## config.mk

```make
export PLATFORM = sky130hd
export DESIGN_NAME = tprl_loader_flat
export DESIGN_NICKNAME = d
export VERILOG_FILES = /design/src/inc/tprl_pkg.sv /design/src/inc/tprl_rank_if.sv /design/src/hw/tprl_loader.sv /design/src/flat_wrapper.sv
export SDC_FILE = /design/constraint.sdc
export NUM_CORES = 1
export LEC_CHECK = 0
export BUFFER_PORTS_ARGS = -buffer_cell sky130_fd_sc_hd__buf_4
export CAP_MARGIN = 20
export CORE_MARGIN = 1
export CORE_UTILIZATION = 40
export CTS_CLUSTER_SIZE = 12
export DETAILED_ROUTE_END_ITERATION = 10
export PLACE_DENSITY = 0.66
export SLEW_MARGIN = 20
export SYNTH_ARGS = -nofsm -noshare
export SYNTH_HDL_FRONTEND = slang
export SYNTH_SLANG_ARGS = --single-unit
```

## constraint.sdc

```tcl
create_clock -name aclk -period 6.5 [get_ports aclk]
set_clock_uncertainty 0.2 [all_clocks]
set_input_delay 1.3 -clock aclk [delete_from_list [all_inputs] [get_ports aclk]]
set_output_delay 1.3 -clock aclk [all_outputs]
set_load 0.01 [all_outputs]
```

## src/inc/tprl_pkg.sv

```systemverilog
// Package for the pin rank loader: rank layout, word formats, host register map.
// Assumes both ends and the bench import it; no clock or reset is needed here.
package tprl_pkg;
	localparam int PIN_COUNT = 60;
	localparam int RANK_PINS = 15;
	localparam int RANK_COUNT = 4;
	localparam int RANK_WORD_W = 24;
	localparam int RANK_DATA_W = 16;
	// Select bit position inside a rank word: rank 1 carries define select, rank 2 mask select
	localparam int RANK_SEL_BIT = 15;
	localparam int LM_WORD_W = PIN_COUNT + 2;
	localparam int LM_DSEL_BIT = PIN_COUNT;
	localparam int LM_MSEL_BIT = PIN_COUNT + 1;
	localparam logic [RANK_DATA_W-1:0] HOLD_RESET = 16'h0000;
	localparam logic [PIN_COUNT-1:0] DEFINE_RESET = 60'h000000000000000;
	// Host register byte offsets
	localparam logic [3:0] REG_PAT_LO = 4'h0;
	localparam logic [3:0] REG_PAT_HI = 4'h4;
	localparam logic [3:0] REG_CMD = 4'h8;
	localparam logic [3:0] REG_STATUS = 4'hC;
	// Pattern low word: pins 1-30, then the two select bits
	localparam int PAT_DSEL_BIT = 30;
	localparam int PAT_MSEL_BIT = 31;
	// Command register fields
	localparam int CMD_GO_BIT = 0;
	localparam int CMD_TGT_LSB = 1;
	localparam int CMD_ALL_BIT = 3;
	localparam int CMD_CLEAR_BIT = 4;
	localparam logic [1:0] RESP_OKAY = 2'h0;
	localparam logic [1:0] RESP_SLVERR = 2'h2;
	typedef enum logic [1:0] {TGT_LOCAL, TGT_PRIMARY, TGT_ALTERNATE, TGT_NONE} tprl_target_type;
endpackage

```

## src/inc/tprl_rank_if.sv

```systemverilog
// Rank word channel between the loading party and the tester pin logic.
// Assumes both ends share one clock; valid/ready handshake, one word per edge.
`timescale 1ns/1ns
`default_nettype none
interface tprl_rank_if;
	logic rank_valid;
	logic rank_ready;
	logic [1:0] rank_index;
	logic [tprl_pkg::RANK_WORD_W-1:0] rank_word;
	logic rank_last;
	tprl_pkg::tprl_target_type rank_target;
	modport host (output rank_valid, rank_index, rank_word, rank_last, rank_target,
		input rank_ready);
	modport device (input rank_valid, rank_index, rank_word, rank_last, rank_target,
		output rank_ready);
endinterface
`default_nettype wire

```

## src/hw/tprl_loader.sv

```systemverilog
// Loading end: software orders pattern loads over AXI4-Lite, this end emits rank words.
// Assumes the device end on the rank interface and a single clock aclk.
`timescale 1ns/1ns
`default_nettype none
module tprl_loader (
	input wire logic aclk,
	input wire logic aresetn,
	input wire logic [3:0] s_axi_awaddr,
	input wire logic s_axi_awvalid,
	output logic s_axi_awready,
	input wire logic [31:0] s_axi_wdata,
	input wire logic [3:0] s_axi_wstrb,
	input wire logic s_axi_wvalid,
	output logic s_axi_wready,
	output logic [1:0] s_axi_bresp,
	output logic s_axi_bvalid,
	input wire logic s_axi_bready,
	input wire logic [3:0] s_axi_araddr,
	input wire logic s_axi_arvalid,
	output logic s_axi_arready,
	output logic [31:0] s_axi_rdata,
	output logic [1:0] s_axi_rresp,
	output logic s_axi_rvalid,
	input wire logic s_axi_rready,
	tprl_rank_if.host rank_bus
);
	import tprl_pkg::*;
	typedef enum logic {ST_IDLE, ST_SEND} tprl_host_state_type;
	tprl_host_state_type state;
	logic [31:0] pat_lo;
	logic [31:0] pat_hi;
	logic force_all;
	logic [RANK_DATA_W-1:0] shadow [RANK_COUNT];
	logic [RANK_DATA_W-1:0] want [RANK_COUNT];
	logic [RANK_COUNT-1:0] need;
	logic [RANK_COUNT-1:0] next_need;
	logic [1:0] cur;
	logic [15:0] sent_count;
	logic wr_fire;
	logic go;
	logic [PIN_COUNT-1:0] pins;

	// Writes are taken only when address and data are both offered
	assign wr_fire = s_axi_awvalid && s_axi_wvalid && !s_axi_bvalid;
	assign s_axi_awready = wr_fire;
	assign s_axi_wready = wr_fire;
	assign s_axi_arready = !s_axi_rvalid;
	assign go = wr_fire && s_axi_awaddr == REG_CMD && s_axi_wstrb[0] && s_axi_wdata[CMD_GO_BIT];
	assign pins = {pat_hi[29:0], pat_lo[29:0]};

	// Rank images of the requested pattern, select bits in ranks 1 and 2
	always_comb begin
		for (int r = 0; r < RANK_COUNT; r++) begin
			want[r] = {1'b0, pins[r*RANK_PINS +: RANK_PINS]};
		end
		want[0][RANK_SEL_BIT] = pat_lo[PAT_DSEL_BIT];
		want[1][RANK_SEL_BIT] = pat_lo[PAT_MSEL_BIT];
	end

	// Changed ranks, select changes included; forced loads take every rank
	always_comb begin
		for (int r = 0; r < RANK_COUNT; r++) begin
			next_need[r] = want[r] != shadow[r];
		end
		if (force_all || s_axi_wdata[CMD_ALL_BIT]) begin
			next_need = '1;
		end
		if (next_need == '0) begin
			next_need = 4'h1;
		end
	end

	// Register writes; clearing zeroes the staged pins and forces a full load
	always_ff @(posedge aclk) begin
		if (!aresetn) begin
			pat_lo <= 32'h00000000;
			pat_hi <= 32'h00000000;
			force_all <= 1'b1;
		end else if (wr_fire && s_axi_awaddr == REG_PAT_LO) begin
			for (int b = 0; b < 4; b++) begin
				if (s_axi_wstrb[b]) pat_lo[b*8 +: 8] <= s_axi_wdata[b*8 +: 8];
			end
		end else if (wr_fire && s_axi_awaddr == REG_PAT_HI) begin
			for (int b = 0; b < 4; b++) begin
				if (s_axi_wstrb[b]) pat_hi[b*8 +: 8] <= s_axi_wdata[b*8 +: 8];
			end
		end else if (wr_fire && s_axi_awaddr == REG_CMD && s_axi_wstrb[0]
				&& s_axi_wdata[CMD_CLEAR_BIT]) begin
			pat_lo <= 32'h00000000;
			pat_hi <= 32'h00000000;
			force_all <= 1'b1;
		end else if (go && state == ST_IDLE) begin
			force_all <= 1'b0;
		end
	end

	// Write response; unmapped offsets answer SLVERR
	always_ff @(posedge aclk) begin
		if (!aresetn) begin
			s_axi_bvalid <= 1'b0;
			s_axi_bresp <= RESP_OKAY;
		end else if (wr_fire) begin
			s_axi_bvalid <= 1'b1;
			s_axi_bresp <= (s_axi_awaddr[1:0] != 2'h0 || s_axi_awaddr == REG_STATUS) ?
				RESP_SLVERR : RESP_OKAY;
		end else if (s_axi_bready) begin
			s_axi_bvalid <= 1'b0;
		end
	end

	// Read data
	always_ff @(posedge aclk) begin
		if (!aresetn) begin
			s_axi_rvalid <= 1'b0;
			s_axi_rdata <= 32'h00000000;
			s_axi_rresp <= RESP_OKAY;
		end else if (s_axi_arvalid && !s_axi_rvalid) begin
			s_axi_rvalid <= 1'b1;
			s_axi_rresp <= RESP_OKAY;
			case (s_axi_araddr)
				REG_PAT_LO: s_axi_rdata <= pat_lo;
				REG_PAT_HI: s_axi_rdata <= pat_hi;
				REG_CMD: s_axi_rdata <= 32'h00000000;
				REG_STATUS: s_axi_rdata <= {sent_count, 11'h000, need, state == ST_SEND};
				default: begin
					s_axi_rdata <= 32'h00000000;
					s_axi_rresp <= RESP_SLVERR;
				end
			endcase
		end else if (s_axi_rready) begin
			s_axi_rvalid <= 1'b0;
		end
	end

	// Lowest pending rank goes first
	always_comb begin
		cur = 2'h3;
		for (int r = RANK_COUNT - 1; r >= 0; r--) begin
			if (need[r]) cur = r[1:0];
		end
	end

	assign rank_bus.rank_valid = state == ST_SEND;
	assign rank_bus.rank_index = cur;
	assign rank_bus.rank_word = {8'h00, want[cur]};
	assign rank_bus.rank_last = (need & ~(4'h1 << cur)) == '0;

	// Send state; a go command arriving while busy is ignored
	always_ff @(posedge aclk) begin
		if (!aresetn) begin
			state <= ST_IDLE;
			need <= '0;
			rank_bus.rank_target <= TGT_NONE;
			sent_count <= 16'h0000;
		end else begin
			case (state)
				ST_IDLE: begin
					if (go) begin
						need <= next_need;
						rank_bus.rank_target <=
							tprl_target_type'(s_axi_wdata[CMD_TGT_LSB +: 2]);
						state <= ST_SEND;
					end
				end
				ST_SEND: begin
					if (rank_bus.rank_ready) begin
						need[cur] <= 1'b0;
						sent_count <= sent_count + 16'h0001;
						if (rank_bus.rank_last) state <= ST_IDLE;
					end
				end
				default: state <= ST_IDLE;
			endcase
		end
	end

	// Mirror of the device holding register
	always_ff @(posedge aclk) begin
		if (!aresetn) begin
			for (int r = 0; r < RANK_COUNT; r++) shadow[r] <= HOLD_RESET;
		end else if (state == ST_SEND && rank_bus.rank_ready) begin
			shadow[cur] <= want[cur];
		end
	end
endmodule
`default_nettype wire

```

## src/flat_wrapper.sv

```systemverilog
// flat-port wrapper written by rule: the top's interface ports become plain ports
module tprl_loader_flat import tprl_pkg::*;
  (aclk, aresetn, s_axi_awaddr, s_axi_awvalid, s_axi_awready, s_axi_wdata, s_axi_wstrb, s_axi_wvalid, s_axi_wready, s_axi_bresp, s_axi_bvalid, s_axi_bready, s_axi_araddr, s_axi_arvalid, s_axi_arready, s_axi_rdata, s_axi_rresp, s_axi_rvalid, s_axi_rready, rank_bus_rank_valid, rank_bus_rank_index, rank_bus_rank_word, rank_bus_rank_last, rank_bus_rank_target, rank_bus_rank_ready);
  tprl_rank_if rank_bus_i ();
  input wire logic aclk;
  input wire logic aresetn;
  input wire logic [3:0] s_axi_awaddr;
  input wire logic s_axi_awvalid;
  output logic s_axi_awready;
  input wire logic [31:0] s_axi_wdata;
  input wire logic [3:0] s_axi_wstrb;
  input wire logic s_axi_wvalid;
  output logic s_axi_wready;
  output logic [1:0] s_axi_bresp;
  output logic s_axi_bvalid;
  input wire logic s_axi_bready;
  input wire logic [3:0] s_axi_araddr;
  input wire logic s_axi_arvalid;
  output logic s_axi_arready;
  output logic [31:0] s_axi_rdata;
  output logic [1:0] s_axi_rresp;
  output logic s_axi_rvalid;
  input wire logic s_axi_rready;
  output wire logic [$bits(rank_bus_i.rank_valid)-1:0] rank_bus_rank_valid;
  output wire logic [$bits(rank_bus_i.rank_index)-1:0] rank_bus_rank_index;
  output wire logic [$bits(rank_bus_i.rank_word)-1:0] rank_bus_rank_word;
  output wire logic [$bits(rank_bus_i.rank_last)-1:0] rank_bus_rank_last;
  output wire logic [$bits(rank_bus_i.rank_target)-1:0] rank_bus_rank_target;
  input wire logic [$bits(rank_bus_i.rank_ready)-1:0] rank_bus_rank_ready;
  assign rank_bus_rank_valid = rank_bus_i.rank_valid;
  assign rank_bus_rank_index = rank_bus_i.rank_index;
  assign rank_bus_rank_word = rank_bus_i.rank_word;
  assign rank_bus_rank_last = rank_bus_i.rank_last;
  assign rank_bus_rank_target = rank_bus_i.rank_target;
  assign rank_bus_i.rank_ready = rank_bus_rank_ready;
  tprl_loader u_core (.aclk(aclk), .aresetn(aresetn), .s_axi_awaddr(s_axi_awaddr), .s_axi_awvalid(s_axi_awvalid), .s_axi_awready(s_axi_awready), .s_axi_wdata(s_axi_wdata), .s_axi_wstrb(s_axi_wstrb), .s_axi_wvalid(s_axi_wvalid), .s_axi_wready(s_axi_wready), .s_axi_bresp(s_axi_bresp), .s_axi_bvalid(s_axi_bvalid), .s_axi_bready(s_axi_bready), .s_axi_araddr(s_axi_araddr), .s_axi_arvalid(s_axi_arvalid), .s_axi_arready(s_axi_arready), .s_axi_rdata(s_axi_rdata), .s_axi_rresp(s_axi_rresp), .s_axi_rvalid(s_axi_rvalid), .s_axi_rready(s_axi_rready), .rank_bus(rank_bus_i));
endmodule
```

Yosys cells after proc, flatten, opt, wreduce, memory -nomap -nowiden
Memory sizes are Yosys's and may differ from the RTL's.
Cells that the tools add are included.
{ "op_classes": {"shift": 1, "n_reduce_logical": 40, "n_lt_le_gt_ge": 3, "muxes": 41, "n_eq_ne": 21, "bitwise": 8, "n_addsub": 1} }
{ "op_table": {"columns": ["cell", "count"], "rows": [
  ["$mux W32", 4],
  ["$pmux W32 S3", 1],
  ["$mux W16", 3],
  ["$bmux W16 S2", 1],
  ["$mux W8", 4],
  ["$ne A15 B16 Y1", 2],
  ["$ne A16 B16 Y1", 2],
  ["$reduce_and A3 Y1", 9],
  ["$ne A2 B2 Y1 const B", 9],
  ["$add A16 B1 Y16 const B", 1],
  ["$eq A4 B4 Y1 const B", 4],
  ["$logic_not A4 Y1", 4],
  ["$mux W1", 16],
  ["$mux W4", 4],
  ["$reduce_or A16 Y1", 1],
  ["$logic_and A1 B1 Y1", 12],
  ["$reduce_bool A2 Y1", 6],
  ["$mux W2", 5],
  ["$and A4 B4 Y4", 2],
  ["$eq A4 B3 Y1 const B", 2],
  ["$not A4 Y4", 2],
  ["$pmux W4 S2", 1],
  ["$reduce_and A2 Y1", 3],
  ["$ne A2 B1 Y1 const B", 2],
  ["other kinds (11)", 15]
]} }
{ "word_totals": {"word_cells": 134, "ff_bits": 126, "output_inout_bits": 71, "n_memories": 1, "inputBits": 52, "mem_bits_rw": 64} }
{ "mem_list": {"columns": ["name", "depth", "word_bits", "rd", "rd_ports_with_merged_regs", "wr", "line_no", "rtl"], "rows": [
  ["u_core.shadow", 4, 16, 4, 0, 4, "tprl_loader.sv:33", "logic [RANK_DATA_W-1:0] shadow [RANK_COUNT];"]
]} }

Logic depth before layout (Yosys ltp)
Gate-level depths: netlist of the first run.
{ "logic_depth": {"ltp_word": 11, "mapped_depth": 8, "depth_no_buf": 6} }

Least setup slack after synthesis of the first run
OpenSTA, ideal clock, no wires.
{ "synth_timing": {"path_type": "input port to flip-flop", "start": "input rank_bus_rank_ready", "end": "memory u_core.shadow[3][0], enable pin", "arrival_ps": 3126, "slack_ps": 2739, "t_required_ps": 5864, "setup_ps": 436, "n_path_buf": 0, "path_stages": 2, "cell_sequence": "nand2_1 > o41ai_1"} }
{ "synth_rtl": {"columns": ["element", "line_no", "rtl"], "rows": [
  ["from (decl)", "flat_wrapper.sv:29", "input wire logic [$bits(rank_bus_i.rank_ready)-1:0] rank_bus_rank_ready;"],
  ["to (decl)", "tprl_loader.sv:33", null]
]} }

Worst setup path after layout of the first run
{ "layout_timing": {"start": "register u_core.need[2]", "end": "output rank_bus_rank_word[1]"} }
{ "layout_between": {"elab_chain_cells": 7} }
{ "layout_lines": {"columns": ["element", "line_no", "rtl"], "rows": [
  ["from (decl)", "tprl_loader.sv:35", "logic [RANK_COUNT-1:0] need;"],
  ["from (signal assigned)", "tprl_loader.sv:159", "need <= next_need;"],
  ["$mux W1", "tprl_loader.sv:139", "if (need[r]) cur = r[1:0];"],
  ["$mux W2 (2 in series)", "tprl_loader.sv:139", null],
  ["$not A2 Y3 (implied by the code)", "tprl_loader.sv:145", "assign rank_bus.rank_word = {8'h00, want[cur]};"],
  ["$bmux W16 S2", "tprl_loader.sv:145", null],
  ["$mux W16 (implied by the code) (2 in series)", "tprl_loader.sv:145", null],
  ["to (decl)", "flat_wrapper.sv:26", "output wire logic [$bits(rank_bus_i.rank_word)-1:0] rank_bus_rank_word;"]
]} }
No other way between the ends. The select of a mux whose other input is x is not followed.

==> flow_summary_export.csv, run 1 <==
group,metric,value,unit
outcome,outcome,"finished, final reports clean",
place,port-buffer-count,112,
power_and_ir_drop,p_comb_frac,0.051,
yosys,synth_edf_count,64,
yosys,async_flop_share,0,
clock_network,cts_tree,"done",
sta,fin_setup_tns,0,ns
sta,fin_hold_ws,0.2603,ns
yosys,ys_ff_latch,188,
finish,final_util,0.4747,
clock_network,ctsLongestPathBuffers,2,
yosys,yosys.cell_types.count,53,
place,globalplace.congestion,0.8797,
power_and_ir_drop,p_int,1.918,mW
power_and_ir_drop,switchingPower,0.5306,mW
sta,worst_slew_pin_slew,1.032,ns
sta,report.final.setup_viol,0,
die,start_util,0.4068,
yosys,synth_area,9520,µm²
global_routing,grt_pass1_vias,6871,
power_and_ir_drop,total_power,2.449,mW
finish,diodes,0,
yosys,synth_ff_type,"dfxtp_1",
global_routing,overflow,0,
finish,drive_gt1_frac,0.2207,
critical_path,crit_path_max_fanout,37,
sta,hold_viol,0,
clock_network,cts_buffers,17,
clock_network,post_cts_resized,0,
global_routing,grt_util_all_layers,0.2213,
clock_network,postCtsHoldBufs,0,
yosys,synthTopCellsByCount,"dfxtp_1, nand2_1, nand3_1, edfxtp_1, a21boi_2",
yosys,avgSynthCellArea,9.927,µm²
sta,final.min_clock_period,3.764,ns
critical_path,end_kind,"output port",
drt,wl_per_cell,19.46,µm
power_and_ir_drop,p_leak,4.071,nW
place,hpwl,19000,µm
drt,drtIter0Drc,698,
die,die_w,156.3,µm
global_routing,antenna_found_initial,0,
clock_network,clock-sinks,188,
drt,drc,0,
sta,setup_slack,2.736,ns
place,place_ws,2.635,ns
drt,dr.pass1.iters,6,
clock_network,clock_latency,0.44,ns
yosys,netlist_top_cells_area,"dfxtp_1, edfxtp_1, a21boi_2, xnor2_1, nand2_1",
die,io_pins,123,
yosys,yosys.area.top_type,"dfxtp_1",
sta,fmax,265.7,MHz
clock_network,path_clk_slew,0.07,ns
power_and_ir_drop,ir_drop,0.1291,mV
finish,fill_cells,2252,
sta,report.final.slew_viol_count,0,
critical_path,cp.arrival,2.26,ns
drt,routed-via-count,7407,
die,core_area,23400,µm²
drt,viasPerCell,5.407,
global_routing,grt_first_pass_wirelength,40370,µm
clock_network,h-tree-depth,4,
critical_path,worst_ep_required_time,5.00,ns
clock_network,cts_root_buffer,"clkbuf_16",
die,die_area,24420,µm²
yosys,synth.yosys.warnings,0,
global_routing,grt_max_degree,67,
drt,ant_nets,0,
yosys,yosysSeqAreaShare,0.4626,
yosys,yosysMostFrequentCell,"dfxtp_1",
clock_network,postCtsSetupBuffers,0,
yosys,synth_top_area_frac,0.2607,
critical_path,start_kind,"flop",
power_and_ir_drop,power_density,220.4,nW/µm²
sta,slew_headroom,0.3105,
finish,final_nets,1092,
finish,area_growth,16.68,%
sta,rsz0062_at_grt,"false",
yosys,syn_inst,959,
power_and_ir_drop,p_clk_frac,0.444,
finish,seq_area,4405,µm²
finish,multi_input_area,4758,µm²
drt,finalWirelength,26660,µm
power_and_ir_drop,pwr-share-seq,0.505,
die,die_h,156.3,µm
sta,period_share,0.5790,
min_path,hp-class,"reg -> reg",
power_and_ir_drop,swShare,0.2167,
critical_path,crit_type,"reg -> out",
die,rows,56,
flow_run,cap_violations,0,
-- area by class of cell --
type                       instances  area share
clock buffer                      17     0.03830
clock inverter                    14     0.01599
inverter                           5    0.001690
multi-input combinational        704      0.4284
sequential                       188      0.3966
tap                              319     0.03593
timing repair buffer             123     0.08313
-- cells by family after synthesis --
logic type | count (synthesis) | synth area share
simple gates | 379 | 0.2088
other cells | 1 | 0.0003939
flops | 188 | 0.4626
mux | 38 | 0.03995
buf+inv | 77 | 0.04390
compound gates | 199 | 0.1730
fa+ha+maj | 2 | 0.002365
xor+xnor | 75 | 0.06900
-- worst max-delay path, cell delays in order, from the launching register on --
cell,delay (ns)
dfxtp_1,0.31
buf_4,0.39
mux2i_1,0.13
nor2_1,0.10
a21oi_1,0.05
o21ai_0,0.60
buf_4,0.25
-- layer usage --
metal / vias up / GRT usage / routed length [µm]
li1: 3537 / - / -
met1: 3565 / 0.3128 / 12300
met4: 0 / 0.07423 / 503
met5: - / 0 / 0
met3: 29 / 0.03406 / 1604
met2: 276 / 0.3435 / 12260
-- state kept, by name (all words and copies together), names as in the netlist, 2 cells and up --
signal                       count
u_core.sent_count               16
u_core.pat_hi                   32
u_core.shadow                   64
u_core.s_axi_rdata              32
u_core.need                      4
u_core.pat_lo                   32
u_core.rank_bus.rank_target      2
-- placed cells by master, fill, tap and decap left out, types with 8 or more instances in the layout --
master,instances
a21o_4,8
buf_4,123
a21boi_2,60
conb_1,11
xnor2_1,57
nand2_1,122
dfxtp_1,123
o21ai_0,42
edfxtp_1,64
a21oi_1,27
xor2_1,18
nand4_1,17
nor2_1,22
a22o_1,12
and2_1,31
clkbuf_16,17
mux2i_1,38
and3_1,50
nand3_1,72
nor2b_1,37
a22oi_1,32
-- power groups by stage --
stage	clock network (mW)	registers (mW)	logic (mW)
3_5_place_dp	0	1.26	0.126
6_report	1.09	1.24	0.126
3_3_place_gp	0	1.26	0.125
4_1_cts	1.10	1.24	0.126
2_1_floorplan	0	1.26	0.0743
5_1_grt	1.14	1.24	0.134
-- through the flow --
stage               cell area, µm²  std cells
floorplan                     9558        969
global placement             10500       1339
detailed placement           10500       1339
CTS                          11110       1370
global route                 11110       1370
finish                       11110       1370
-- path summary, 6_finish.rpt --
kind                                     startpoint                     to  slack [ns]  depth (start not counted)
worst max-delay path                 u_core.need[2]  rank_bus_rank_word[1]        2.74                          6
worst min-delay path              u_core.pat_hi[30]      u_core.pat_hi[30]        0.26                          2
worst max register to register  u_core.s_axi_bvalid      u_core.pat_lo[20]        3.71                          6
worst min register to register    u_core.pat_hi[30]      u_core.pat_hi[30]        0.26                          2
(Power assumes the default switching activity.)
==> run 2: changes to the inputs <==
--- a/config.mk
+++ b/config.mk
@@ -5,6 +5,7 @@
 export SDC_FILE = /design/constraint.sdc
 export NUM_CORES = 1
 export LEC_CHECK = 0
+export ABC_AREA = 1
 export BUFFER_PORTS_ARGS = -buffer_cell sky130_fd_sc_hd__buf_4
 export CAP_MARGIN = 20
 export CORE_MARGIN = 1
==> constraint.sdc (replaced) <==
create_clock -name aclk -period 3.8 [get_ports aclk]
set_clock_uncertainty 0.2 [all_clocks]
set_input_delay 0.76 -clock aclk [delete_from_list [all_inputs] [get_ports aclk]]
set_output_delay 0.76 -clock aclk [all_outputs]
set_load 0.01 [all_outputs]
==> flow_summary_export.csv, run 2 <==
group,metric,value,unit
drt,dr.pass1.iters,5,
yosys,syn_inst,1226,
place,globalplace.congestion,1.024,
flow_run,cap_violations,0,
die,io_pins,123,
yosys,ys_ff_latch,188,
power_and_ir_drop,p_clk_frac,0.441,
die,die_area,23530,µm²
clock_network,post_cts_resized,0,
clock_network,clock-sinks,188,
power_and_ir_drop,p_leak,4.423,nW
sta,worst_slew_pin_slew,0.9088,ns
sta,fin_hold_ws,0.2637,ns
yosys,synth_top_area_frac,0.2708,
drt,finalWirelength,28880,µm
sta,hold_viol,0,
yosys,yosys.cell_types.count,41,
die,die_h,153.4,µm
finish,diodes,0,
clock_network,ctsLongestPathBuffers,2,
global_routing,grt_first_pass_wirelength,44520,µm
power_and_ir_drop,total_power,4.216,mW
yosys,synth_area,9168,µm²
drt,viasPerCell,5.240,
power_and_ir_drop,ir_drop,0.2190,mV
die,rows,55,
yosys,synth_edf_count,64,
yosys,yosysSeqAreaShare,0.4804,
finish,final_cell_mix,"nand2_1, inv_1, nor2_1, buf_4, dfxtp_1",
yosys,avgSynthCellArea,7.478,µm²
power_and_ir_drop,p_comb_frac,0.055,
finish,regMostFlops,"u_core.shadow",
sta,period_share,0.8659,
yosys,async_flop_share,0,
finish,fill_cells,2240,
clock_network,cts_root_buffer,"clkbuf_16",
sta,report.final.slew_viol_count,0,
global_routing,overflow,0,
min_path,hp-class,"reg -> reg",
yosys,yosysMostFrequentCell,"nand2_1",
drt,ant_nets,0,
sta,fin_setup_tns,0,ns
sta,slew_headroom,0.3942,
clock_network,cts_buffers,17,
drt,drtIter0Drc,865,
finish,final_util,0.4827,
finish,final_nets,1385,
clock_network,postCtsSetupBuffers,0,
outcome,outcome,"finished, final reports clean",
yosys,yosys.area.top_type,"dfxtp_1",
place,hpwl,21590,µm
sta,final.min_clock_period,3.290,ns
die,core_area,22570,µm²
drt,wl_per_cell,17.72,µm
clock_network,cts_tree,"done",
yosys,netlist_top_cells_area,"dfxtp_1, edfxtp_1, nand2_1, inv_1, a21oi_1",
global_routing,grt_pass1_vias,7750,
sta,fmax,303.9,MHz
critical_path,crit_type,"reg -> out",
yosys,synth_ff_type,"dfxtp_1",
power_and_ir_drop,pwr-share-seq,0.504,
clock_network,postCtsHoldBufs,0,
global_routing,grt_max_degree,81,
clock_network,h-tree-depth,4,
clock_network,clock_latency,0.43,ns
finish,final_common_cell,"nand2_1",
sta,report.final.setup_viol,0,
clock_network,path_clk_slew,0.07,ns
critical_path,end_kind,"output port",
power_and_ir_drop,switchingPower,0.9745,mW
power_and_ir_drop,p_int,3.241,mW
critical_path,worst_ep_required_time,2.84,ns
place,port-buffer-count,112,
drt,drc,0,
global_routing,antenna_found_initial,0,
drt,routed-via-count,8542,
power_and_ir_drop,power_density,386.9,nW/µm²
finish,largest_register_ffs,64,
die,start_util,0.4062,
finish,area_growth,18.85,%
critical_path,start_kind,"flop",
global_routing,grt_util_all_layers,0.2490,
yosys,synthTopCellsByCount,"nand2_1, inv_1, nor2_1, dfxtp_1, a21oi_1",
die,die_w,153.4,µm
finish,drive_gt1_frac,0.1450,
yosys,synth.yosys.warnings,0,
power_and_ir_drop,swShare,0.2312,
critical_path,cp.arrival,2.33,ns
sta,rsz0062_at_grt,"false",
critical_path,crit_path_max_fanout,31,
-- run 2: cell types whose count changed in the layout (fill, tap and decap cells not counted), sizes merged, moves of 22 or more --
cell	delta
xnor2	-51
and2	-31
o221ai	+22
a21boi	-70
mux2i	-38
nand2	+224
inv	+163
nor2	+123
nand3	-35
a22oi	-32
nor2b	-37
o211ai	+22
and3	-50
a21oi	+87
-- run 2: path summary, 6_finish.rpt --
path	depth (start not counted)	slack, ns	endpoint	start
setup reg to reg	5	1.21	u_core.shadow[0][6]	u_core.rank_bus.rank_valid
setup / recovery	8	0.51	rank_bus_rank_word[4]	u_core.need[0]
hold / removal	2	0.26	u_core.pat_lo[8]	u_core.pat_lo[8]
hold reg to reg	2	0.26	u_core.pat_lo[8]	u_core.pat_lo[8]
-- run 2: routing by layer --
layer | wire length, µm | vias up | track usage
met1 | 12830 | 3975 | 0.3357
met2 | 13080 | 344 | 0.3905
met5 | 0 | - | 0
met4 | 945 | 0 | 0.09762
met3 | 2020 | 61 | 0.05132
li1 | - | 4162 | -
-- run 2: cells by family after synthesis --
kind of cell | synth area share
compound gates | 0.1666
other cells | 0.0004091
xor+xnor | 0.01146
buf+inv | 0.1006
fa+ha+maj | 0.001365
flops | 0.4804
simple gates | 0.2391
-- run 2: area by class of cell --
type | instances | area [µm²] | share of cell area
inverters | 165 | 619.3 | 0.05684
clock inverters | 11 | 128.9 | 0.01183
repair buffers | 136 | 1021 | 0.09371
multi-input cells | 824 | 3884 | 0.3565
clock buffers | 21 | 481.7 | 0.04421
well taps | 285 | 356.6 | 0.03273
flip-flops and latches | 188 | 4404 | 0.4042
-- run 2: stage by stage --
step | setup slack [ns] | cell area, µm² | cells
floorplan | 0.9421 | 9205 | 1236
global placement | 0.8539 | 10280 | 1598
detailed placement | 0.7729 | 10280 | 1598
CTS | 0.5305 | 10900 | 1630
global route | 0.3478 | 10900 | 1630
finish | 0.5096 | 10900 | 1630
-- run 2: power groups by stage --
stage	Sequential [mW]	Clock, mW	Combinational, mW
after global placement	2.17	0	0.231
after CTS	2.12	1.88	0.234
after global routing	2.13	1.96	0.257
after floorplan	2.17	0	0.132
final	2.12	1.86	0.233
after detailed placement	2.17	0	0.232
-- run 2: critical path, stage by stage (launching register included) --
cell and delay [ns]:
dfxtp_1 0.34, buf_4 0.24, a21oi_1 0.39, inv_1 0.18, o21ai_0 0.24, inv_1 0.07, nor2_1 0.22, inv_1 0.08
buf_4 0.15
==> run 3: changes to the inputs <==
--- a/config.mk
+++ b/config.mk
@@ -17,3 +17,4 @@
 export SYNTH_ARGS = -nofsm -noshare
 export SYNTH_HDL_FRONTEND = slang
 export SYNTH_SLANG_ARGS = --single-unit
+export TNS_END_PERCENT = 20
==> constraint.sdc (replaced) <==
create_clock -name aclk -period 3.4 [get_ports aclk]
set_clock_uncertainty 0.2 [all_clocks]
set_input_delay 0.68 -clock aclk [delete_from_list [all_inputs] [get_ports aclk]]
set_output_delay 0.68 -clock aclk [all_outputs]
set_load 0.01 [all_outputs]
==> flow_summary_export.csv, run 3 (same netlist as run 2, synthesis figures left out) <==
group,metric,value,unit
critical_path,start_kind,"flop",
drt,dr.pass1.iters,5,
finish,multi_input_area,3884,µm²
global_routing,grt_pass1_vias,7883,
sta,fin_setup_tns,0,ns
power_and_ir_drop,p_leak,4.438,nW
place,globalplace.congestion,0.9811,
critical_path,crit_path_max_fanout,31,
drt,drc,0,
global_routing,grt_first_pass_wirelength,44530,µm
critical_path,crit_type,"reg -> out",
finish,area_growth,19.03,%
clock_network,path_clk_slew,0.07,ns
outcome,outcome,"finished, final reports clean",
min_path,hp-class,"reg -> reg",
clock_network,h-tree-depth,4,
die,start_util,0.4062,
drt,routed-via-count,8526,
clock_network,postCtsHoldBufs,0,
min_path,hp-start,"u_core.s_axi_rdata[14]",
sta,report.final.setup_viol,0,
finish,diodes,0,
drt,wl_per_cell,17.86,µm
die,rows,55,
clock_network,clock_latency,0.44,ns
clock_network,cts_tree,"done",
critical_path,cp.arrival,2.41,ns
clock_network,cts_buffers,17,
clock_network,ctsLongestPathBuffers,2,
finish,regMostFlops,"u_core.shadow",
clock_network,post_cts_resized,0,
drt,finalWirelength,29190,µm
clock_network,clock-sinks,188,
die,die_h,153.4,µm
sta,fmax,304.0,MHz
die,io_pins,123,
power_and_ir_drop,power_density,430.7,nW/µm²
sta,hold_viol,0,
critical_path,end_kind,"output port",
finish,final_common_cell,"nand2_1",
finish,fill_cells,2280,
global_routing,overflow,0,
die,die_w,153.4,µm
finish,final_util,0.4834,
finish,final_nets,1389,
drt,viasPerCell,5.218,
sta,report.final.slew_viol_count,0,
sta,slew_headroom,0.3856,
finish,largest_register_ffs,64,
flow_run,cap_violations,0,
place,hpwl,21680,µm
die,core_area,22570,µm²
sta,period_share,0.9677,
sta,rsz0062_at_grt,"false",
global_routing,grt_max_degree,81,
die,die_area,23530,µm²
clock_network,cts_root_buffer,"clkbuf_16",
finish,final_cell_mix,"nand2_1, inv_1, nor2_1, buf_4, dfxtp_1",
critical_path,worst_ep_required_time,2.52,ns
global_routing,grt_util_all_layers,0.2496,
finish,seq_area,4404,µm²
place,port-buffer-count,112,
critical_path,crit_start,"u_core.need[0]",
critical_path,r2r_start,"u_core.rank_bus.rank_valid",
sta,final.min_clock_period,3.290,ns
global_routing,antenna_found_initial,0,
clock_network,postCtsSetupBuffers,0,
drt,drtIter0Drc,962,
sta,worst_slew_pin_slew,0.9215,ns
power_and_ir_drop,ir_drop,0.2919,mV
finish,drive_gt1_frac,0.1453,
drt,ant_nets,0,
run 3: cell count changes in the layout (fill, tap and decap cells not counted):
cell      change
inv_6         -1
clkbuf_1      +2
clkinv_4      -2
inv_4         +1
buf_4         +4
clkinv_2      -1
inv_1         +1
run 3: final timing paths:
path	endpoint	slack, ns	cells past startpoint
worst min-delay path	u_core.s_axi_rdata[14]	0.26	2
worst max register to register	u_core.shadow[1][10]	0.82	5
worst min register to register	u_core.s_axi_rdata[14]	0.26	2
worst max-delay path	rank_bus_rank_word[1]	0.11	8
run 3: cell type report:
cell class,instances,area share
Timing Repair Buffer,140,0.09632
Inverter,165,0.05676
Clock buffer,23,0.04483
Multi-Input combinational cell,824,0.3559
Sequential cell,188,0.4036
Clock inverter,9,0.009861
Tap cell,285,0.03268
run 3: through the flow:
step	area, µm²	std cells	hold slack [ns]	setup slack [ns]	total power [mW]
6_report	10910	1634	0.2645	0.1100	4.699
5_1_grt	10910	1634	0.2798	0.06480	4.839
4_1_cts	10910	1634	0.2673	0.1666	4.717
3_5_place_dp	10310	1602	0.2559	0.6303	2.686
3_3_place_gp	10310	1602	0.2488	0.6404	2.684
2_1_floorplan	9205	1236	0.2343	0.5421	2.568
run 3: worst max-delay path: stages (launching register included):
cell     delay (ns)
dfxtp_1        0.34
buf_4          0.23
a21oi_1        0.42
inv_1          0.21
o21ai_0        0.27
inv_1          0.07
nor2_1         0.21
inv_1          0.07
buf_4          0.14
run 3: power by group:
part	switching (mW)	internal, mW	leakage (nW)
registers	0.0207	2.35	1.66
clock network	0.890	1.17	0.299
logic	0.170	0.0941	2.48
run 3: metal layers:
metal | vias to the layer above | routed length (µm) | global-route usage
met1 | 3943 | 12740 | 0.3366
met5 | - | 0 | 0
li1 | 4175 | - | -
met3 | 52 | 2255 | 0.04253
met4 | 0 | 861 | 0.1062
met2 | 356 | 13330 | 0.3947
